File: config.mk
export PLATFORM = sky130hd
export DESIGN_NAME = pimb_top
export DESIGN_NICKNAME = d
export VERILOG_FILES = /design/src/hdl/pimb_pkg.sv /design/src/hdl/pimb_sync.sv /design/src/hdl/pimb_top.sv
export SDC_FILE = /design/constraint.sdc
export NUM_CORES = 1
export LEC_CHECK = 0
export ABC_AREA = 1
export ABC_CLOCK_PERIOD_IN_PS = 1400
export BUFFER_PORTS_ARGS = -buffer_cell sky130_fd_sc_hd__buf_4
export CAP_MARGIN = 40
export CORE_MARGIN = 2
export CORE_UTILIZATION = 45
export CTS_BUF_LIST = sky130_fd_sc_hd__clkbuf_2 sky130_fd_sc_hd__clkbuf_4 sky130_fd_sc_hd__clkbuf_8
export DETAILED_ROUTE_END_ITERATION = 16
export HOLD_SLACK_MARGIN = 0.05
export PLACE_DENSITY = 0.76
export SYNTH_ARGS = -nofsm -noshare
export SYNTH_HDL_FRONTEND = slang
export SYNTH_HIERARCHICAL = 1
export SYNTH_SLANG_ARGS = --single-unit
File: constraint.sdc
create_clock -name mclk -period 1.4 [get_ports mclk]
set_input_delay 0.14 -clock mclk [delete_from_list [all_inputs] [get_ports mclk]]
set_output_delay 0.14 -clock mclk [all_outputs]
set_load 0.01 [all_outputs]
File: src/hdl/pimb_pkg.sv
// Constants and carrier types for the interrupt mask bank
package pimb_pkg;

	// ****************************************************
	// Register map
	// ****************************************************
	localparam int REG_AW = 8;
	localparam int REG_DW = 8;
	localparam logic [7:0] ADDR_DEV_MASK = 8'h19;
	localparam logic [7:0] ADDR_OV_MASK = 8'h1A;
	localparam logic [7:0] DEV_MASK_RST = 8'h00;
	localparam logic [7:0] OV_MASK_RST = 8'h00;
	// Implemented bits; the rest read zero
	localparam logic [7:0] DEV_MASK_IMPL = 8'h33;
	localparam logic [7:0] OV_MASK_IMPL = 8'h0F;
	localparam logic [7:0] RDATA_IDLE = 8'h00;

	// ****************************************************
	// Field positions
	// ****************************************************
	localparam int BIT_THERMAL_WARN = 5;
	localparam int BIT_THERMAL_PREWARN = 4;
	localparam int BIT_BUS_ERROR = 1;
	localparam int BIT_OV_DETECT = 0;
	localparam int BIT_LINREG = 3;
	localparam int BIT_BUCK3 = 2;
	localparam int BIT_BUCK2 = 1;
	localparam int BIT_BUCK1 = 0;
	localparam int NUM_RAILS = 4;

	// ****************************************************
	// Carriers
	// ****************************************************
	// Request from the serial engine, same clock
	typedef struct packed {
		logic wr;
		logic rd;
		logic [7:0] addr;
		logic [7:0] wdata;
	} pimb_reg_req_t;

	typedef struct packed {
		logic ack;
		logic [7:0] rdata;
	} pimb_reg_rsp_t;

	// Analog fault comparators, asynchronous to mclk
	typedef struct packed {
		logic thermal_warn;
		logic thermal_prewarn;
		logic overvoltage_detect;
		logic [3:0] rail_ov;
	} pimb_fault_t;

	localparam int FAULT_W = $bits(pimb_fault_t);

	typedef enum logic [2:0] {
		ST_QUIET = 3'b001,
		ST_ALERT = 3'b010,
		ST_FORCED = 3'b100
	} pimb_state_t;

endpackage

File: src/hdl/pimb_sync.sv
// Multi-stage level synchroniser for asynchronous fault inputs
`timescale 1ns/1ps
`default_nettype none
module pimb_sync #(
	parameter int WIDTH = 1,
	parameter int STAGES = 2
) (
	input wire logic clk,
	input wire logic rst_n,
	input wire logic [WIDTH-1:0] d,
	output var logic [WIDTH-1:0] q
);

	// Fewer than two stages would leave metastability unfiltered
	if (STAGES < 2 || WIDTH < 1) begin : g_bad_params
		$error("pimb_sync: STAGES must be >= 2 and WIDTH >= 1");
	end

	logic [WIDTH-1:0] stage_r [STAGES];

	// Each stage only feeds the next one
	always_ff @(posedge clk or negedge rst_n) begin
		if (!rst_n) begin
			for (int i = 0; i < STAGES; i++) begin
				stage_r[i] <= '0;
			end
		end else begin
			stage_r[0] <= d;
			for (int i = 1; i < STAGES; i++) begin
				stage_r[i] <= stage_r[i-1];
			end
		end
	end

	assign q = stage_r[STAGES-1];

endmodule
`default_nettype wire

File: src/hdl/pimb_top.sv
// Interrupt mask bank: mask registers, fault gating and interrupt pin
// ****************************************************
// Operation
// - Mask bit zero lets its source interrupt; one suppresses it.
// - Device mask bit 5 gates the thermal shutdown warning.
// - Device mask bit 4 gates the thermal shutdown pre-warning.
// - Device mask bit 1 gates the serial bus communication error.
// - Fuse option disables bus error detection entirely, not only its interrupt.
// - Device mask bit 0 gates overvoltage detect; fuse may disable detection.
// - Rail mask bit 3 gates the linear regulator overvoltage monitor.
// - Rail mask bit 2 gates the third buck overvoltage monitor.
// - Rail mask bit 1 gates the second buck overvoltage monitor.
// - Rail mask bit 0 gates the first buck overvoltage monitor.
// - A rail in safe state passes its overvoltage fault despite its mask.
// - Interrupt pin follows fault state unless forced low by control.
// ****************************************************
`timescale 1ns/1ps
`default_nettype none
module pimb_top
	import pimb_pkg::*;
#(
	parameter int SYNC_STAGES = 2
) (
	input wire logic mclk,
	input wire logic arst_n,
	input wire pimb_reg_req_t reg_req,
	output var pimb_reg_rsp_t reg_rsp,
	input wire pimb_fault_t fault_in,
	input wire logic bus_error,
	input wire logic bus_error_detect_off,
	input wire logic overvoltage_detect_off,
	input wire logic [NUM_RAILS-1:0] rail_safe_state,
	input wire logic force_interrupt_low,
	output var logic bus_error_detect_en,
	output var logic overvoltage_detect_en,
	output var logic interrupt_out_n
);

	// ****************************************************
	// Elaboration checks
	// ****************************************************
	// Refuse a synchroniser too short to filter metastability
	if (SYNC_STAGES < 2) begin : g_bad_stages
		$error("pimb_top: SYNC_STAGES must be at least 2");
	end

	// ****************************************************
	// Reset release
	// ****************************************************
	logic rst_meta_r;
	logic rst_n;

	// Assert at once, release two edges later
	always_ff @(posedge mclk or negedge arst_n) begin
		if (!arst_n) begin
			rst_meta_r <= 1'b0;
			rst_n <= 1'b0;
		end else begin
			rst_meta_r <= 1'b1;
			rst_n <= rst_meta_r;
		end
	end

	// ****************************************************
	// Fault input synchronisers
	// ****************************************************
	logic [FAULT_W-1:0] fault_raw;
	logic [FAULT_W-1:0] fault_q;
	pimb_fault_t fault_s;

	assign fault_raw = fault_in;
	assign fault_s = fault_q;

	pimb_sync #(
		.WIDTH(FAULT_W),
		.STAGES(SYNC_STAGES)
	) u_fault_sync (
		.clk(mclk),
		.rst_n(rst_n),
		.d(fault_raw),
		.q(fault_q)
	);

	// ****************************************************
	// Register decode
	// ****************************************************
	function automatic logic hits(input logic [7:0] a, input logic [7:0] target);
		hits = (a == target);
	endfunction

	logic [7:0] dev_mask_r;
	logic [7:0] ov_mask_r;
	logic [7:0] rdata_nxt;

	// Device-level mask; only the four live bits store
	always_ff @(posedge mclk or negedge rst_n) begin
		if (!rst_n) begin
			dev_mask_r <= DEV_MASK_RST;
		end else if (reg_req.wr && hits(reg_req.addr, ADDR_DEV_MASK)) begin
			dev_mask_r <= reg_req.wdata & DEV_MASK_IMPL;
		end
	end

	// Rail overvoltage mask
	always_ff @(posedge mclk or negedge rst_n) begin
		if (!rst_n) begin
			ov_mask_r <= OV_MASK_RST;
		end else if (reg_req.wr && hits(reg_req.addr, ADDR_OV_MASK)) begin
			ov_mask_r <= reg_req.wdata & OV_MASK_IMPL;
		end
	end

	// Read mux; unmapped addresses answer zero
	always_comb begin
		rdata_nxt = RDATA_IDLE;
		if (reg_req.rd) begin
			if (hits(reg_req.addr, ADDR_DEV_MASK)) begin
				rdata_nxt = dev_mask_r & DEV_MASK_IMPL;
			end else if (hits(reg_req.addr, ADDR_OV_MASK)) begin
				rdata_nxt = ov_mask_r & OV_MASK_IMPL;
			end
		end
	end

	// One-cycle answer to every read or write
	always_ff @(posedge mclk or negedge rst_n) begin
		if (!rst_n) begin
			reg_rsp <= '0;
		end else begin
			reg_rsp.ack <= reg_req.rd | reg_req.wr;
			reg_rsp.rdata <= rdata_nxt;
		end
	end

	// ****************************************************
	// Detection enables from fuse options
	// ****************************************************
	// Registered so the detectors see a clean level
	always_ff @(posedge mclk or negedge rst_n) begin
		if (!rst_n) begin
			bus_error_detect_en <= 1'b0;
			overvoltage_detect_en <= 1'b0;
		end else begin
			bus_error_detect_en <= ~bus_error_detect_off;
			overvoltage_detect_en <= ~overvoltage_detect_off;
		end
	end

	// ****************************************************
	// Source gating
	// ****************************************************
	logic [7:0] dev_hit;
	logic [NUM_RAILS-1:0] rail_hit;
	logic any_hit;

	// A one in a mask bit blocks its source
	always_comb begin
		dev_hit = 8'h00;
		dev_hit[BIT_THERMAL_WARN] = fault_s.thermal_warn & ~dev_mask_r[BIT_THERMAL_WARN];
		dev_hit[BIT_THERMAL_PREWARN] = fault_s.thermal_prewarn
			& ~dev_mask_r[BIT_THERMAL_PREWARN];
		// Disabled detection also kills the source, not just the interrupt
		dev_hit[BIT_BUS_ERROR] = bus_error & ~bus_error_detect_off
			& ~dev_mask_r[BIT_BUS_ERROR];
		dev_hit[BIT_OV_DETECT] = fault_s.overvoltage_detect & ~overvoltage_detect_off
			& ~dev_mask_r[BIT_OV_DETECT];
	end

	// Safe state overrides the mask for that rail
	always_comb begin
		for (int i = 0; i < NUM_RAILS; i++) begin
			rail_hit[i] = fault_s.rail_ov[i] & (~ov_mask_r[i] | rail_safe_state[i]);
		end
	end

	// Bit order: linreg 3, buck3 2, buck2 1, buck1 0
	assign any_hit = (|dev_hit) | (|rail_hit);

	// ****************************************************
	// Fault state machine and pin
	// ****************************************************
	pimb_state_t state_r;
	pimb_state_t state_nxt;
	logic int_n_nxt;

	// Force wins over the fault state
	always_comb begin
		case (state_r)
			ST_QUIET,
			ST_ALERT,
			ST_FORCED: begin
				if (force_interrupt_low) begin
					state_nxt = ST_FORCED;
				end else if (any_hit) begin
					state_nxt = ST_ALERT;
				end else begin
					state_nxt = ST_QUIET;
				end
			end
			default: begin
				state_nxt = ST_QUIET;
			end
		endcase
		int_n_nxt = (state_nxt == ST_QUIET);
	end

	always_ff @(posedge mclk or negedge rst_n) begin
		if (!rst_n) begin
			state_r <= ST_QUIET;
		end else begin
			state_r <= state_nxt;
		end
	end

	// Pin idles high; low means an unmasked fault or a force
	always_ff @(posedge mclk or negedge rst_n) begin
		if (!rst_n) begin
			interrupt_out_n <= 1'b1;
		end else begin
			interrupt_out_n <= int_n_nxt;
		end
	end
endmodule
`default_nettype wire

==> metrics.txt, run 1 <==
post-synthesis mux area share 0; initial antenna violation count 0; TritonCTS clock tree yes; CP Cell Sequence buf_4; CORE AREA 0.00310 mm2; DP Worst Slack 346 ps; fin crit share 0.789; Distinct cells, synth 22; #FFs+latches synth 37; Synth Area per Inst 10.5 um2; vias in the first global route 1058; Worst VDD drop 0.000885 V; Clock transition at path regs 100 ps; P_int 0.00182 W; status complete, no violations; # rows 20; CTS buffer count 5; Hold Crit Class primary input to flip-flop; Worst EP arrival 960 ps; share of Yosys cell area claimed by the top area cell type 0.590; post-DP HPWL 1830 um; Worst EP required 1260 ps; final instance area 0.00205 mm2; post-synthesis sequential area ratio 0.626; most frequent cells in the layout buf_4 (43), dfrtp_1 (35), nand2_1 (32); yosys warns 6; worst clock skew 7.04 ps; WL final 2430 um; drt pass-1 iters 3; Layout Nets 235; Critical Path End Type output pin; final hold viol count 0; clock power share 0.323; Resize count post-CTS 0; worst hold slack 62.9 ps; die height 61.4 um; largest family of logic cells by synthesized area simple AND/OR/NAND/NOR gates; ANT cells 0; fin crit period 1100 ps; element type at the critical path start flip-flop; Crit Path Category flip-flop to output pin; net switching power 0.000536 W; Post-Synth Simple-Gate Area 0.226; worst setup margin 296 ps; Placed Area 0.00180 mm2; Flop pwr share 0.517; Die Area 0.00377 mm2; H-tree levels 2; DRC viols 0; CP bufs+invs 1; Net Sw Frac 0.228; Slowest-stage cell, CP dfstp_2; RSZ-0062 raised after global routing false; leading cell type in the layout, fill and taps excluded buf_4; routability cong. 0.809; worst skew pair latency 330 ps; leakage power 1.09 nW; dominant cells by area after synthesis dfrtp_1 (59%), nand2_1 (8.1%), inv_1 (5.3%); Buffers on Ports 42; post-synthesis compound-gate area fraction 0.0396; Final ANT Viol Nets 0; area leader, netlist dfrtp_1; post-synthesis adder-cell area fraction 0; setup TNS 0 ps; CTS Buffer Depth 2; Chip Width 61.4 um; postcts setup bufs 0; Comb pwr share 0.160; gr ovfl total 0; largest net degree at the start of global routing 34; wire per inst 9.92 um; crit path max fanout 1; Via-to-Cell Ratio 4.35; total number of vias 1066; R2R Setup Slk 340 ps; area share of xor/xnor cells in the synthesized design 0; io pins 47; Initial Utilization 0.478; first-pass GRT wire length 4060 um; cells after synthesis 142; layout cell share with drive strength beyond 1 0.333; area delta synth->final 37.9%; Top delay family on crit path flip-flops; Achievable Freq 905 MHz; CTS Hold Bufs 16; Initial DRC Count 12; clk sink count 37; endpoints failing setup 0; Root Buffer clkbuf_4; Largest stage delay, worst path 530 ps; GRT Overall Usage 0.155; max_cap viols 0; Power Density 1150 mW/mm2; Max Slew Vio Count 0; mapped cell area 0.00148 mm2
flip-flops by register name (all words and copies together) (netlist names):
name / cells
interrupt_out_n: 1
rst_n: 1
overvoltage_detect_en: 1
rst_meta_r: 1
u_fault_sync/q: 7
u_fault_sync/stage_r: 7
state_r: 3
dev_mask_r: 4
bus_error_detect_en: 1
ov_mask_r: 4
reg_rsp: 7
final timing paths:
path                                       from                        to  cells past startpoint
worst min register to register            rst_n              ov_mask_r[1]                      1
min in group asynchronous                arst_n                rst_meta_r                      2
worst max-delay path            interrupt_out_n           interrupt_out_n                      1
max in group asynchronous                 rst_n  u_fault_sync/stage_r[10]                      1
worst max register to register       state_r[0]                state_r[2]                      4
worst min-delay path                 reg_req[5]             dev_mask_r[5]                      3
power by group through the flow:
stage / clock network, W / logic (W) / registers (W)
finish: 0.000759 / 0.000376 / 0.00122
global route: 0.000828 / 0.000414 / 0.00123
CTS: 0.000777 / 0.000379 / 0.00122
detailed placement: 0 / 0.000342 / 0.00124
global placement: 0 / 0.000324 / 0.00123
floorplan: 0 / 0.000194 / 0.00126
cell usage after synthesis:
library cell,number
nand2_4,1
nor2_4,1
nand2_2,5
nor3_4,1
nor2_1,4
o21ai_2,1
buf_4,9
and2_1,1
a21oi_1,2
nand3_1,5
dfrtp_1,35
inv_2,2
or2_1,1
dfstp_2,2
nand3b_1,2
conb_1,2
inv_1,21
nor3_1,4
nand2_1,32
o21ai_1,8
nand3_4,1
nor2_8,2
final cells by class:
type	count	area (um2)
clock buffer	7	58.8
clock inverter	1	30.0
fill	258	1060
inverter	23	86.3
multi-input combinational	74	405
sequential	37	928
tap	44	55.1
timing repair buffer	59	483
metal layers:
layer | track usage | share of wire | up-vias
met4 | 0.0912 | 0.021 | 0
met5 | 0 | 0 | -
met2 | 0.289 | 0.54 | 38
li1 | - | - | 537
met3 | 0.0462 | 0.059 | 8
met1 | 0.150 | 0.38 | 483
kinds of logic (layout without fill, tap and decap cells):
kind of cell | after synthesis | count (layout)
buf+inv | 32 | 90
compound gates | 11 | 11
simple gates | 60 | 60
other cells | 2 | 3
flops | 37 | 37
per-stage QoR:
step | util | instances | power, W
3_5_place_dp | 0.579 | 221 | 0.00158
5_1_grt | 0.660 | 245 | 0.00247
6_report | 0.660 | 245 | 0.00235
4_1_cts | 0.660 | 245 | 0.00237
3_3_place_gp | 0.579 | 221 | 0.00156
2_1_floorplan | - | 143 | 0.00145
(Power assumes the default switching activity.)
==> run 2, diff against run 1 <==
Settings changed: ABC_CLOCK_PERIOD_IN_PS 1400 to 1100.
Clock period 1.4 ns to 1.1 ns, I/O delays scaled along.
==> run 2 against run 1 <==
  * Power up 21%
  * Die area unchanged
  * Combinational power is 42% higher
  * Setup slack worse by 250 ps
  * First-iteration DRC count grew 50%
  * Sequential share of layout area down 0.27 points
  * Core utilization increased by 0.48 points
  * Via count rose by 2.1%
  * Clock power down 0.7%
==> metrics.txt, run 2 (synthesis gave the netlist of run 1 again) <==
GRT Overall Usage 0.171 (+0.0155); Crit Path Category flip-flop to output pin; Chip Width 61.4 um (unchanged); CP bufs+invs 1 (unchanged); final hold viol count 0 (unchanged); R2R Setup Slk 70 ps (-270 ps); worst skew pair latency 320 ps (about the same); die height 61.4 um (unchanged); drt pass-1 iters 4 (+1); Hold Crit Class primary input to flip-flop; ANT cells 0 (unchanged); element type at the critical path start flip-flop; leading cell type in the layout, fill and taps excluded buf_4; FF-to-FF path depth 3 (-1); Worst EP required 990 ps (-270 ps); clk sink count 37 (unchanged); Final Core Density 0.665 (+0.00484); endpoints failing setup 0 (unchanged); total number of vias 1088 (+2.1%); Via-to-Cell Ratio 4.40 (+1.2%); Critical Path End Type output pin; first-pass GRT wire length 4490 um (+11%); largest net degree at the start of global routing 36 (+5.9%); gr ovfl total 0 (unchanged); status complete, no violations; Hold Path End reg_rsp[8]; Comb pwr share 0.188 (+0.028); Die Area 0.00377 mm2 (unchanged); Initial DRC Count 18 (+6); Power Density 1380 mW/mm2 (+20%); Clock transition at path regs 100 ps (about the same); CTS Buffer Depth 2 (unchanged); fin crit period 1050 ps; CTS buffer count 5 (unchanged); placed cells 221 (unchanged); TritonCTS clock tree yes; Max Slew Vio Count 0 (unchanged); CP Cell Sequence buf_6; hold path cells 3 (unchanged); Largest stage delay, worst path 530 ps (about the same); Layout Nets 237 (+0.85%); hold path startpoint reg_req[16]; Achievable Freq 951 MHz; post-DP HPWL 1880 um (+2.4%); RR Endpoint state_r[2]; Root Buffer clkbuf_4; leakage power 1.10 nW (+0.52%); Initial Utilization 0.478 (unchanged); max_cap viols 0 (unchanged); Worst EP arrival 940 ps (-20 ps); Flop pwr share 0.547 (+0.030); post-route insts no fill 247 (+0.82%); P_int 0.00216 W (+19%); Net Sw Frac 0.240 (+0.0123); Slowest-stage cell, CP dfstp_2; RSZ-0062 raised after global routing true; layout cell share with drive strength beyond 1 0.345 (+0.0115); most frequent cells in the layout buf_4 (42), dfrtp_1 (34), nand2_1 (32); H-tree levels 2 (unchanged); # rows 20 (unchanged); Worst VDD drop 0.000816 V (-7.8%); io pins 47 (unchanged); Final ANT Viol Nets 0 (unchanged); net switching power 0.000683 W (+27%); reg2reg start state_r[1]; Buffers on Ports 42 (unchanged); WL final 2600 um (+6.9%); initial antenna violation count 0 (unchanged); Top delay family on crit path flip-flops; routability cong. 0.811 (+0.17%); area delta synth->final 39.0%; DRC viols 0 (unchanged); crit path max fanout 1 (unchanged); CORE AREA 0.00310 mm2 (unchanged); wire per inst 10.5 um (+6.0%); vias in the first global route 1137 (+7.5%); worst clock skew 7.73 ps (+0.691 ps); clock power share 0.265 (-0.058); fin crit share 0.956; fillcell total 258 (unchanged)
-- run 2: through the flow --
stage	hold slack, ps	setup WS [ps]	setup TNS (ps)	power (W)	area, um2
CTS	54.6	20.5	0	0.00282	2050
global placement	-108	111	0	0.00199	1810
detailed placement	-104	69.5	0	0.00202	1810
global route	67.8	-11.8	-22.8	0.00303	2060
floorplan	-186	124	0	0.00185	1490
finish	68.0	48.1	0	0.00284	2060
-- run 2: layer usage --
layer | wire length (um) | vias to the layer above | GRT usage
met3 | 123 | 9 | 0.0546
met4 | 58 | 0 | 0.100
met2 | 1450 | 36 | 0.310
met5 | 0 | - | 0
met1 | 971 | 502 | 0.170
li1 | - | 541 | -
-- run 2: power groups by stage --
stage | sequential [W] | combinational (W) | clock, W
after global routing | 0.00157 | 0.000598 | 0.000855
final | 0.00156 | 0.000533 | 0.000754
after global placement | 0.00157 | 0.000418 | 0
after detailed placement | 0.00158 | 0.000437 | 0
after CTS | 0.00155 | 0.000487 | 0.000781
after floorplan | 0.00160 | 0.000247 | 0
-- run 2: layout make-up --
| type | count | area [um2] | share of cell area |
|---|---|---|---|
| inverter | 23 | 86.3 | 0.0419 |
| multi-input combinational | 74 | 408 | 0.198 |
| clock buffer | 8 | 66.3 | 0.0322 |
| timing repair buffer | 61 | 517 | 0.251 |
| tap | 44 | 55.1 | 0.0267 |
| sequential | 37 | 930 | 0.451 |
-- run 2: worst max path at each step --
stage | end | depth (start not counted) | start
5_1_grt | state_r[1] | 4 | state_r[1]
3_5_place_dp | state_r[2] | 4 | state_r[1]
2_1_floorplan | state_r[2] | 4 | state_r[1]
6_report | interrupt_out_n | 1 | interrupt_out_n
3_3_place_gp | state_r[2] | 4 | state_r[1]
4_1_cts | interrupt_out_n | 1 | interrupt_out_n
-- run 2: what timing repair did --
| action | 4_1_cts | 5_1_grt |
|---|---|---|
| hold endpoints to repair | 23 | 0 |
| resized for setup | 0 | 2 |
| endpoints found under the setup margin | 0 | 3 |
| hold buffers | 17 | 0 |
| setup buffers | 0 | 1 |
==> run 3, diff against run 2 <==
Settings changed: ABC_CLOCK_PERIOD_IN_PS 1100 to 1280.
Clock period 1.1 ns to 1.28 ns, I/O delays scaled along.
==> run 3 against run 2 <==
  * Non-clock buffer count down 1
  * Die area did not move
  * Largest power group unchanged
  * Hold slack got worse by 4.4 ps
  * Critical path depth stayed put
==> metrics.txt, run 3 (synthesis gave the netlist of run 1 again) <==
status complete, no violations; CORE AREA 0.00310 mm2 (unchanged); max_cap viols 0 (unchanged); Hold Crit Class primary input to flip-flop; area delta synth->final 39.5%; most frequent cells in the layout buf_4 (42), dfrtp_1 (35), nand2_1 (32); endpoints failing setup 0 (unchanged); CTS buffer count 5 (unchanged); io pins 47 (unchanged); Largest stage delay, worst path 530 ps (about the same); total number of vias 1044 (-4.0%); setup TNS 0 ps (unchanged); CP Cell Sequence buf_4; # rows 20 (unchanged); worst hold slack 63.6 ps (-4.44 ps); first-pass GRT wire length 4080 um (-9.1%); drt pass-1 iters 4 (unchanged); TritonCTS clock tree yes; clk sink count 37 (unchanged); vias in the first global route 1034 (-9.1%); element type at the critical path start flip-flop; fin crit period 1090 ps; post-DP HPWL 1830 um (-2.7%); Buffers on Ports 42 (unchanged); Critical Path End Type output pin; worst setup margin 188 ps (+140 ps); placed cells 221 (unchanged); postcts setup bufs 0 (unchanged); DP Worst Slack 233 ps (+164 ps); crit path max fanout 1 (unchanged); leading cell type in the layout, fill and taps excluded buf_4; die height 61.4 um (unchanged); WL final 2460 um (-5.3%); CP bufs+invs 1 (unchanged); Slowest-stage cell, CP dfstp_2; final hold viol count 0 (unchanged); Top delay family on crit path flip-flops; Root Buffer clkbuf_4; Chip Width 61.4 um (unchanged); Initial DRC Count 14 (-4); gr ovfl total 0 (unchanged); largest net degree at the start of global routing 34 (-5.6%); wire per inst 10.0 um (-4.9%); Clock transition at path regs 100 ps (about the same); Achievable Freq 916 MHz; CTS Buffer Depth 2 (unchanged); Layout Nets 236 (-0.42%); layout cell share with drive strength beyond 1 0.332 (-0.0131); Final ANT Viol Nets 0 (unchanged); routability cong. 0.803 (-1.0%); DRC viols 0 (unchanged); Crit Path Category flip-flop to output pin; Via-to-Cell Ratio 4.24 (-3.7%); Worst EP arrival 960 ps (+20 ps); fin crit share 0.853; fillcell total 267 (+3.5%); worst clock skew 9.28 ps (+1.55 ps); Max Slew Vio Count 0 (unchanged); post-route insts no fill 246 (-0.40%); ANT cells 0 (unchanged); Initial Utilization 0.478 (unchanged); worst skew pair latency 330 ps (about the same); Power Density 1240 mW/mm2 (-9.7%); leakage power 1.10 nW (+0.28%); Resize count post-CTS 0 (unchanged); H-tree levels 2 (unchanged); GRT Overall Usage 0.157 (-0.0137); Die Area 0.00377 mm2 (unchanged); initial antenna violation count 0 (unchanged); Worst VDD drop 0.000654 V (-20%); RSZ-0062 raised after global routing false; Worst EP required 1150 ps (+160 ps)
run 3: cell types whose count changed in the layout (fill, tap and decap cells not counted):
cell	before	now
clkbuf_4	7	6
bufinv_16	0	1
buf_6	1	0
or2_4	1	0
dfrtp_1	34	35
dfrtp_2	1	0
or2_1	0	1
run 3: worst paths after layout:
| check | start | end | slack [ps] | depth (start not counted) |
|---|---|---|---|---|
| min reg2reg | rst_n | u_fault_sync/stage_r[10] | 70 | 0 |
| min in group asynchronous | rst_n | u_fault_sync/stage_r[10] | 70 | 0 |
| max in group asynchronous | rst_n | interrupt_out_n | 760 | 1 |
| max reg2reg | state_r[1] | state_r[1] | 220 | 4 |
| min | reg_req[16] | reg_rsp[8] | 60 | 3 |
| max | interrupt_out_n | interrupt_out_n | 190 | 1 |
run 3: layout make-up:
class / instances / area [um2] / share of cell area
clock buffer: 7 / 58.8 / 0.0284
clock inverter: 1 / 30.0 / 0.0145
timing repair buffer: 60 / 505 / 0.244
multi-input combinational: 74 / 405 / 0.196
inverter: 23 / 86.3 / 0.0417
tap: 44 / 55.1 / 0.0266
sequential: 37 / 928 / 0.449
run 3: through the flow:
step / total power (W) / area (um2) / utilization
6_report: 0.00258 / 2070 / 0.667
5_1_grt: 0.00271 / 2070 / 0.667
4_1_cts: 0.00261 / 2070 / 0.667
3_5_place_dp: 0.00173 / 1810 / 0.583
3_3_place_gp: 0.00171 / 1810 / 0.583
2_1_floorplan: 0.00159 / 1490 / -
run 3: repair_timing:
item	in CTS	in global routing
hold buffers	17	0
endpoints found under the setup margin	0	0
endpoints found under the hold margin	23	0
run 3: metal layers:
metal | track usage | wire length [um]
met1 | 0.166 | 955
met2 | 0.284 | 1320
met3 | 0.0441 | 138
met4 | 0.0821 | 49
met5 | 0 | 0
run 3: power by group:
| group | switching, W | internal [W] | leakage, nW |
|---|---|---|---|
| clock network | 0.000342 | 0.000487 | 0.0489 |
| logic | 0.000203 | 0.000211 | 0.599 |
| registers | 0.0000395 | 0.00129 | 0.452 |
| total | 0.000585 | 0.00199 | 1.10 |
